<file path="src/hdl/rcl_consts.svh">
`ifndef RCL_CONSTS_SVH
`define RCL_CONSTS_SVH
`define RCL_OFS_LOW_SP_HI 8'h08
`define RCL_OFS_LOW_SP_LO 8'h14
`define RCL_OFS_CRIT 8'h19
`define RCL_OFS_HYST 8'h21
`define RCL_OFS_FILT 8'hBF
`define RCL_RST_LOW_SP_HI 8'h00
`define RCL_RST_LOW_SP_LO 3'h0
`define RCL_RST_CRIT 8'h6E
`define RCL_RST_HYST 7'h0A
`define RCL_RST_FILT 3'h0
`define RCL_LOCK_BIT 1
`define RCL_USF_BIT 3
`endif

</file>
<file path="src/hdl/rcl_pkg.sv">
package rcl_pkg;
   typedef enum logic [1:0] {RCL_FILT_OFF, RCL_FILT_MIN, RCL_FILT_MAX} rcl_filt_e;
endpackage : rcl_pkg

</file>
<file path="src/hdl/rcl_top.sv">
// How it works
// - Remote low setpoint is a high byte plus three low bits, signed format.
// - Low-bits register holds setpoint bits 7:5, reset to zero.
// - Critical limit is eight bits, resets to 0x6E (110 degrees).
// - Clearing unlock bit then writing a limit locks the critical limit.
// - Limit is compared signed or unsigned per the unsigned-format select.
// - In signed format bit 7 is sign, bits 6:0 weigh 64 down to 1.
// - Temperature above limit sets critical alarm, alert and critical output.
// - Critical output holds until temperature drops below limit minus hysteresis.
// - Hysteresis is bits 6:0, resets to 0x0A.
// - Hysteresis bit 7 is ignored; any value written is accepted.
// - Filter select 00 off, 01/10 minimal, 11 maximum; resets 00.
// - Comparator select 0 latches alert; 1 makes alert follow the condition.
// - Filter register bits 5:3 read back as zero.
`include "rcl_consts.svh"
`timescale 1ns/100ps
`default_nettype none
module rcl_top (
   // Clock and reset
   input wire logic clk,
   input wire logic rst,
   // Register port
   input wire logic wr_en,
   input wire logic [7:0] addr,
   input wire logic [7:0] wr_data,
   output logic [7:0] rd_data,
   // Configuration and status
   input wire logic [7:0] config_reg,
   input wire logic [7:0] enh_config_reg,
   input wire logic alarm_read,
   // Temperature input, integer degrees in current format
   input wire logic [7:0] remote_temp,
   // Outputs
   output logic [7:0] low_setpoint,
   output logic [2:0] low_setpoint_low_bits,
   output rcl_pkg::rcl_filt_e remote_filter_mode,
   output logic remote_critical_alarm,
   output logic critical_output,
   output logic alert_n
);
   logic [7:0] lsp_hi_r, lsp_hi_nxt;
   logic [2:0] lsp_lo_r, lsp_lo_nxt;
   logic [7:0] crit_r, crit_nxt;
   logic [6:0] hyst_r, hyst_nxt;
   logic [2:0] filt_r, filt_nxt;
   logic lock_r, lock_nxt;
   logic alarm_r, alarm_nxt;
   logic crit_out_r, crit_out_nxt;
   logic alert_r, alert_nxt;
   logic [7:0] rd_r, rd_nxt;
   rcl_pkg::rcl_filt_e fmode_r, fmode_nxt;
   logic unsigned_format_select;
   logic above;
   logic below_rel;
   logic [8:0] rel;
   logic [7:0] rel8;

   // Signed compare by flipping the sign bit into offset binary
   assign unsigned_format_select = enh_config_reg[`RCL_USF_BIT];
   assign above = unsigned_format_select ? (remote_temp > crit_r)
      : ((remote_temp ^ 8'h80) > (crit_r ^ 8'h80));
   // Release point saturates at the bottom of the range instead of wrapping
   always_comb
   begin
      rel = unsigned_format_select ? ({1'b0, crit_r} - {2'h0, hyst_r})
         : ({1'b0, crit_r ^ 8'h80} - {2'h0, hyst_r});
      rel8 = rel[8] ? 8'h00 : rel[7:0];
   end
   assign below_rel = unsigned_format_select ? (remote_temp < rel8)
      : ((remote_temp ^ 8'h80) < rel8);

   always_comb
   begin
      lsp_hi_nxt = lsp_hi_r;
      lsp_lo_nxt = lsp_lo_r;
      crit_nxt = crit_r;
      hyst_nxt = hyst_r;
      filt_nxt = filt_r;
      lock_nxt = lock_r;
      if (wr_en)
      begin
         unique case (addr)
            `RCL_OFS_LOW_SP_HI: lsp_hi_nxt = wr_data;
            `RCL_OFS_LOW_SP_LO: lsp_lo_nxt = wr_data[7:5];
            `RCL_OFS_CRIT:
            begin
               if (!lock_r)
               begin
                  crit_nxt = wr_data;
                  if (!config_reg[`RCL_LOCK_BIT])
                     lock_nxt = 1'b1;
               end
            end
            `RCL_OFS_HYST: hyst_nxt = wr_data[6:0];
            `RCL_OFS_FILT: filt_nxt = wr_data[2:0];
            default: ;
         endcase
      end
   end

   always_comb
   begin
      unique case (filt_r[2:1])
         2'h0: fmode_nxt = rcl_pkg::RCL_FILT_OFF;
         2'h3: fmode_nxt = rcl_pkg::RCL_FILT_MAX;
         default: fmode_nxt = rcl_pkg::RCL_FILT_MIN;
      endcase
   end

   // Status and pins
   always_comb
   begin
      crit_out_nxt = crit_out_r;
      if (above)
         crit_out_nxt = 1'b1;
      else if (below_rel)
         crit_out_nxt = 1'b0;
      // Alarm latches until read; a new event in the read cycle wins
      alarm_nxt = above | (alarm_r & ~alarm_read);
      // Comparator mode follows the condition; normal mode follows the latched alarm
      alert_nxt = filt_r[0] ? above : alarm_nxt;
   end

   always_comb
   begin
      unique case (addr)
         `RCL_OFS_LOW_SP_HI: rd_nxt = lsp_hi_r;
         `RCL_OFS_LOW_SP_LO: rd_nxt = {lsp_lo_r, 5'h00};
         `RCL_OFS_CRIT: rd_nxt = crit_r;
         `RCL_OFS_HYST: rd_nxt = {1'b0, hyst_r};
         `RCL_OFS_FILT: rd_nxt = {5'h00, filt_r};
         default: rd_nxt = 8'h00;
      endcase
   end

   always_ff @(posedge clk)
   begin
      if (rst)
      begin
         lsp_hi_r <= `RCL_RST_LOW_SP_HI;
         lsp_lo_r <= `RCL_RST_LOW_SP_LO;
         crit_r <= `RCL_RST_CRIT;
         hyst_r <= `RCL_RST_HYST;
         filt_r <= `RCL_RST_FILT;
         lock_r <= 1'b0;
         alarm_r <= 1'b0;
         crit_out_r <= 1'b0;
         alert_r <= 1'b0;
         rd_r <= 8'h00;
         fmode_r <= rcl_pkg::RCL_FILT_OFF;
      end
      else
      begin
         lsp_hi_r <= lsp_hi_nxt;
         lsp_lo_r <= lsp_lo_nxt;
         crit_r <= crit_nxt;
         hyst_r <= hyst_nxt;
         filt_r <= filt_nxt;
         lock_r <= lock_nxt;
         alarm_r <= alarm_nxt;
         crit_out_r <= crit_out_nxt;
         alert_r <= alert_nxt;
         rd_r <= rd_nxt;
         fmode_r <= fmode_nxt;
      end
   end

   assign rd_data = rd_r;
   assign low_setpoint = lsp_hi_r;
   assign low_setpoint_low_bits = lsp_lo_r;
   assign remote_filter_mode = fmode_r;
   assign remote_critical_alarm = alarm_r;
   assign critical_output = crit_out_r;
   assign alert_n = ~alert_r;
endmodule : rcl_top
`default_nettype wire

</file>
<file path="config.mk">
export PLATFORM = sky130hd
export DESIGN_NAME = rcl_top
export DESIGN_NICKNAME = d
export VERILOG_FILES = /design/src/hdl/rcl_pkg.sv /design/src/hdl/rcl_top.sv
export VERILOG_INCLUDE_DIRS = /design/src /design/src/hdl
export SDC_FILE = /design/constraint.sdc
export NUM_CORES = 1
export LEC_CHECK = 0
export BUFFER_PORTS_ARGS = -buffer_cell sky130_fd_sc_hd__buf_2
export CORE_ASPECT_RATIO = 0.75
export CORE_MARGIN = 2
export CORE_UTILIZATION = 40
export CTS_CLUSTER_SIZE = 28
export DETAILED_ROUTE_END_ITERATION = 6
export HOLD_SLACK_MARGIN = 0.12
export PLACE_DENSITY = 0.66
export RECOVER_POWER = 25
export SETUP_SLACK_MARGIN = 0.15
export SLEW_MARGIN = 10
export SYNTH_ARGS = -nofsm -noshare
export SYNTH_HDL_FRONTEND = slang
export SYNTH_SLANG_ARGS = --single-unit
</file>
<file path="constraint.sdc">
create_clock -name clk -period 3.15 [get_ports clk]
set_clock_uncertainty 0.2 [all_clocks]
set_input_delay 0.315 -clock clk [delete_from_list [all_inputs] [get_ports clk]]
set_output_delay 0.315 -clock clk [all_outputs]
set_load 0.01 [all_outputs]
</file>
Yosys cells after proc, flatten, opt, wreduce, memory -nomap -nowiden
Cells that the tools add are included.
- flip-flop bits (word level): 43
- latch bits: 0
- memory bits (writable): 0
- ROM bits: 0
- memories kept: 0
- add/sub/neg operators: 2
- $mul: 0
- divide/modulo/power cells: 0
- order comparisons: 4
- equal/unequal tests: 6
- shifts and indexed selects: 0
- multiplexer cells: 11
- bitwise logic cells: 7
- reduce and logical (&&, ||, !) cells: 8
- operator list (cell ; number):
    $pmux W8 S5 ; 1
    $sub A8 B7 Y9 ; 2
    $eq A8 B5 Y1 const B ; 2
    $gt A8 B8 Y1 ; 2
    $lt A8 B8 Y1 ; 2
    $reduce_and A2 Y1 ; 5
    $mux W9 ; 1
    $eq A8 B4 Y1 const B ; 1
    $eq A8 B6 Y1 const B ; 1
    $eq A8 B8 Y1 const B ; 1
    $mux W8 ; 1
    $mux W1 ; 7
    $not A1 Y1 ; 5
    $pmux W2 S2 ; 1
    $reduce_and A3 Y1 ; 1
    $eq A2 B2 Y1 const B ; 1
    $logic_not A2 Y1 ; 1
    $reduce_bool A2 Y1 ; 1
    $and A1 B1 Y1 ; 1
    $or A1 B1 Y1 ; 1

Logic depth before layout (Yosys ltp)
- depth after elaboration: 8
- depth in mapped cells: 14

Worst setup path after synthesis
No wires, ideal clock.
- kind: register -> register
- start: register hyst_r[2]
- end: register crit_out_r, in the netlist critical_output
- library setup time: 129 ps
- arrival time: 2902 ps
- setup slack: -81 ps
- stages on the path, launching flop included: 14
- buffers on the path: 0
- period minus slack after synthesis: 3231 ps
- path through: dfxtp_1 > inv_1 > ha_1 > nor2b_1 > o31a_1 > o311ai_0 > nand2_1 > nand3_1 > ha_1 > a211oi_1 > o21ai_0 > a32o_1 > a41oi_1 > o22ai_1
- longest elaborated chain between the ends: 6
- elaborated cells between the ends (all ways): 8
- classes of those cells: add/sub (2); order compare (2); mux (3); reduce/logical (1)
- RTL lines (what ; line ; source):
    start, declared ; rcl_top.sv:44 ; logic [6:0] hyst_r, hyst_nxt;
    start signal, assigned ; rcl_top.sv:143 ; hyst_r <= `RCL_RST_HYST;
    start signal, assigned ; rcl_top.sv:157 ; hyst_r <= hyst_nxt;
    $sub A8 B7 Y9 (on tied branches) ; rcl_top.sv:66, rcl_top.sv:65 ;
    $mux W9 * ; rcl_top.sv:65 ; rel = unsigned_format_select ? ({1'b0, crit_r} - {2'h0, hyst_r})
    $mux W8 * ; rcl_top.sv:67 ; rel8 = rel[8] ? 8'h00 : rel[7:0];
    $lt A8 B8 Y1 (on tied branches) ; rcl_top.sv:70, rcl_top.sv:69 ;
    $mux W1 * ; rcl_top.sv:69 ; assign below_rel = unsigned_format_select ? (remote_temp < rel8)
    $reduce_bool A2 Y1 (no source line) * ; n/a ;
    end signal, assigned ; rcl_top.sv:161 ; crit_out_r <= crit_out_nxt;
    end, declared ; rcl_top.sv:48 ; logic crit_out_r, crit_out_nxt;
Mark *: on every way between the ends. The rest lies on a longest branch, timed or not.
A chain may end at the register's enable or synchronous reset.

Worst setup path after layout
- start: register crit_r[0]
- end: register crit_out_r, in the netlist critical_output
- longest elaborated chain between the ends: 6
- elaborated cells between the ends (all ways): 12
- classes of those cells: add/sub (2); order compare (4); mux (5); reduce/logical (1)
- RTL lines (what ; line ; source):
    start, declared ; rcl_top.sv:43 ; logic [7:0] crit_r, crit_nxt;
    start signal, assigned ; rcl_top.sv:142 ; crit_r <= `RCL_RST_CRIT;
    start signal, assigned ; rcl_top.sv:156 ; crit_r <= crit_nxt;
    $sub A8 B7 Y9 (on tied branches) ; rcl_top.sv:66, rcl_top.sv:65 ;
    $mux W9 ; rcl_top.sv:65 ;
    $mux W8 ; rcl_top.sv:67 ;
    $lt A8 B8 Y1 (on tied branches) ; rcl_top.sv:70, rcl_top.sv:69 ;
    $mux W1 ; rcl_top.sv:69 ;
    $reduce_bool A2 Y1 (no source line) ; n/a ;
Several ways; a longest one is shown, not always the timed one.

==> reports/qor.csv <==
stage;metric;value;unit
synthesis;largest family of logic cells by synthesized area;simple AND/OR/NAND/NOR gates;
finish;most frequent cells in the layout;buf_2 (53), dfxtp_1 (40), nand2_1 (37), buf_4 (27), a21oi_1 (26);
synthesis;Cells after Synth;296;
drt;DR vias;2499;
drt;vias per inst;5.43;
finish;final net count;451;
synthesis;Adder-Cell Fraction of Synth Area;13.4;%
drt;routed len/inst;14.1;um
synthesis;Synth cell types;43;
timing;Fin. Hold Viols;0;
grt;first-pass GRT wire length;10.8;mm
grt;initial antenna violation count;0;
synthesis;async set or reset register ratio after synthesis;0;%
placed_design;IO Port Bufs;53;
timing;Tmin final;3.37;ns
clock_network;total CTS buffers;5;
synthesis;Synth Area in Compound Gates;17.8;%
worst_setup_path;WS Path Type;reg2reg;
synthesis;Synth Cell Area;2480;um^2
clock_network;CTS root buf;clkbuf_8;
finish;Layout area overhead;31.5;%
synthesis;YS warnings;0;
drt;wirelength, routed;6.48;mm
floorplanning;std cell rows;24;
worst_setup_path;crit-path max FO;4;
synthesis;dominant synthesized flop cell;dfxtp_1;
drt;DRC;0;
clock_network;# clock sinks;43;
clock_network;CTS clock-pin slew for the worst setup and hold paths;0.08;ns
worst_setup_path;R2R depth;14;
drt;DRT iter0 DRCs;127;
synthesis;Synth top area share;34.7;%
worst_setup_path;startpoint types;register;
worst_setup_path;Req. time, crit path;3.11;ns
synthesis;Synth area leaders;dfxtp_1 (35%), ha_1 (13%), nand2_1 (5.8%), a21oi_1 (5.5%), nand3_1 (4.0%);
drt;TritonRoute pass-1 iters;5;
clock_network;H-tree Lvls;2;
outcome;status;complete, but fails checks;
worst_setup_path;Reg-to-Reg Start;crit_r[0]$_SDFFE_PP0P_;
timing;RSZ-0062 raised after global routing;yes;
synthesis;average cell area after synthesis;8.37;um^2
timing;relative slew slack;55.1;%
grt;gr usage total;19.5;%
timing;final critical-path share of the clock period;107;%
timing;fmax;297;MHz
floorplanning;Starting Density;42.1;%
timing;setup TNS;-0.218;ns
placed_design;final HPWL from detailed placement;4.80;mm
clock_network;later-pin clock latency in the skew report;0.30;ns
worst_setup_path;Register-to-Register Setup Slack;-0.22;ns
synthesis;Synth Area in XOR/XNOR;0.707;%
synthesis;EDFF count, synth;0;
grt;vias in the first global route;2364;
timing;pins over their slew limit;0;
floorplanning;Ports;68;
finish;layout cell share with drive strength beyond 1;30.6;%
drt;antenna viol nets, final;0;
finish;number of diodes;0;
worst_setup_path;r2r endpoint;critical_output$_SDFFE_PP0P_;
finish;# fillers;601;
grt;largest net degree at the start of global routing;38;
synthesis;Post-Synth Simple-Gate Area;25.2;%
timing;worst-margin pin slew;0.674;ns
floorplanning;die width;94.9;um
timing;final setup violating endpoints;1;
synthesis;syn nets;366;
worst_setup_path;critical path arrival;3.33;ns
hold_path;hold endpoint;remote_critical_alarm$_SDFF_PP0_;
job;MaxCap Viol Count;0;
clock_network;CTS tree;yes;
power;Leak Pwr;1.39;nW
grt;final global-route overflow total;0;
synthesis;Synth Register Bits;43;
clock_network;Clock Path Buffers;2;
placed_design;placed insts;442;
power;peak supply drop;0.000172;V
floorplanning;die height;72.2;um
synthesis;Synth area leader;dfxtp_1;
outcome;violated checks;negative setup slack;
hold_path;min-delay src;alarm_read;
power;Pwr Density;309;nW/um^2
worst_setup_path;endpoint class of the critical path;register;
synthesis;sequential-to-total area share from yosys stat;34.7;%
finish;Layout Cells excl Fill;460;
hold_path;Hold WC Path Type;in2reg;
timing;PnR worst setup slack;-0.218;ns
floorplanning;Core Region;5890;um^2
synthesis;post-synthesis mux area share;3.23;%
floorplanning;Die Footprint;6850;um^2
placed_design;Final Wtd Congestion;0.837;
hold_path;Worst Hold Path Cells;3;
finish;commonest non-fill, non-tap cell in the layout;buf_2;
## state kept, by name, indices dropped and copies added, names as in the netlist
name                   count
filt_r                     3
critical_output            1
rd_data                    8
remote_filter_mode         2
alert_r                    1
low_setpoint               8
low_setpoint_low_bits      3
remote_critical_alarm      1
crit_r                     8
hyst_r                     7
lock_r                     1
## per-stage QoR
step           hold slack (ns)  utilization (%)  cell area (um^2)  power, W  setup WS [ns]
6_report                 0.112             55.3              3260   0.00101         -0.218
2_1_floorplan            0.229                -              2490  0.000612         0.0699
3_5_place_dp             0.249             50.9              2990  0.000662         -0.150
4_1_cts                  0.125             54.0              3180   0.00101        -0.0884
3_3_place_gp             0.240             50.9              2990  0.000660         -0.140
5_1_grt                  0.130             55.3              3260   0.00105         -0.325
## per-layer routing
layer	up-vias	global-route usage (%)	share of wire, %
met2	88	31.0	46
met4	0	2.90	0.48
met1	1166	28.1	48
met5	-	0	0
met3	5	4.05	5.9
li1	1240	-	-
## report_power, final
group | switching [W] | internal [W] | total (W)
logic | 0.0000640 | 0.0000539 | 0.000118
clock network | 0.000189 | 0.000152 | 0.000341
registers | 0.00000163 | 0.000546 | 0.000548
total | 0.000255 | 0.000752 | 0.00101
## cell type report
class / count / area [um^2] / area share [%]
Clock buffer: 5 / 68.8 / 2.11
Clock inverter: 3 / 15.0 / 0.461
Inverter: 19 / 71.3 / 2.19
Multi-Input combinational cell: 223 / 1580 / 48.5
Sequential cell: 43 / 865 / 26.5
Tap cell: 78 / 97.6 / 3.00
Timing Repair Buffer: 89 / 559 / 17.2
## synthesized netlist by cell type (3+ instances only)
cell type	number
a211o_1	5
dfxtp_1	43
inv_1	19
nand2b_1	4
mux2i_1	8
a21oi_1	27
nor2_1	24
o21ai_0	9
nand4_1	4
or3_1	3
or2_2	3
a222oi_1	8
clkbuf_1	7
nand3b_1	4
nand2_1	38
o21a_1	3
nand3_1	20
ha_1	25
nor3_1	3
nor2b_1	6
## worst max path at each step
stage                                      start                           end  cells after the start
after floorplan           hyst_r[1]$_SDFFE_PP1P_  critical_output$_SDFFE_PP0P_                     13
after global placement    hyst_r[1]$_SDFFE_PP1P_  critical_output$_SDFFE_PP0P_                     13
after detailed placement  crit_r[0]$_SDFFE_PP0P_  critical_output$_SDFFE_PP0P_                     14
after CTS                 hyst_r[1]$_SDFFE_PP1P_  critical_output$_SDFFE_PP0P_                     14
after global routing      hyst_r[1]$_SDFFE_PP1P_  critical_output$_SDFFE_PP0P_                     13
final                     crit_r[0]$_SDFFE_PP0P_  critical_output$_SDFFE_PP0P_                     14
## repair_timing
action | CTS | global route
endpoints found under the hold margin | 26 | 0
pin swaps | 2 | 8
endpoints found under the setup margin | 1 | 1
buffers inserted | 0 | 2
gates resized for setup | 4 | 17
hold buffers | 8 | 0
## cells by family (layout without fill, tap and decap cells)
| logic type | Yosys count | in the layout |
|---|---|---|
| AO/OA/AOI/OAI | 66 | 66 |
| XOR/XNOR | 2 | 2 |
| flip-flops | 43 | 43 |
| buffers and inverters | 30 | 116 |
| multiplexers | 8 | 8 |
| AND/OR/NAND/NOR | 121 | 121 |
| adder cells (fa/ha/maj) | 26 | 26 |
## worst max-delay path, stage by stage, from the launching register on
cell and delay (ns):
dfxtp_2 0.33, inv_2 0.04, ha_2 0.19, buf_6 0.11, nor2b_4 0.03, o31a_1 0.31
or4_4 0.42, a41oi_2 0.20, mux2i_2 0.27, ha_1 0.32, nor3_2 0.20, a211oi_2 0.07
a32o_1 0.27, a41oi_2 0.18, o22ai_1 0.09
No activity file was read; power rests on OpenSTA's default activity.
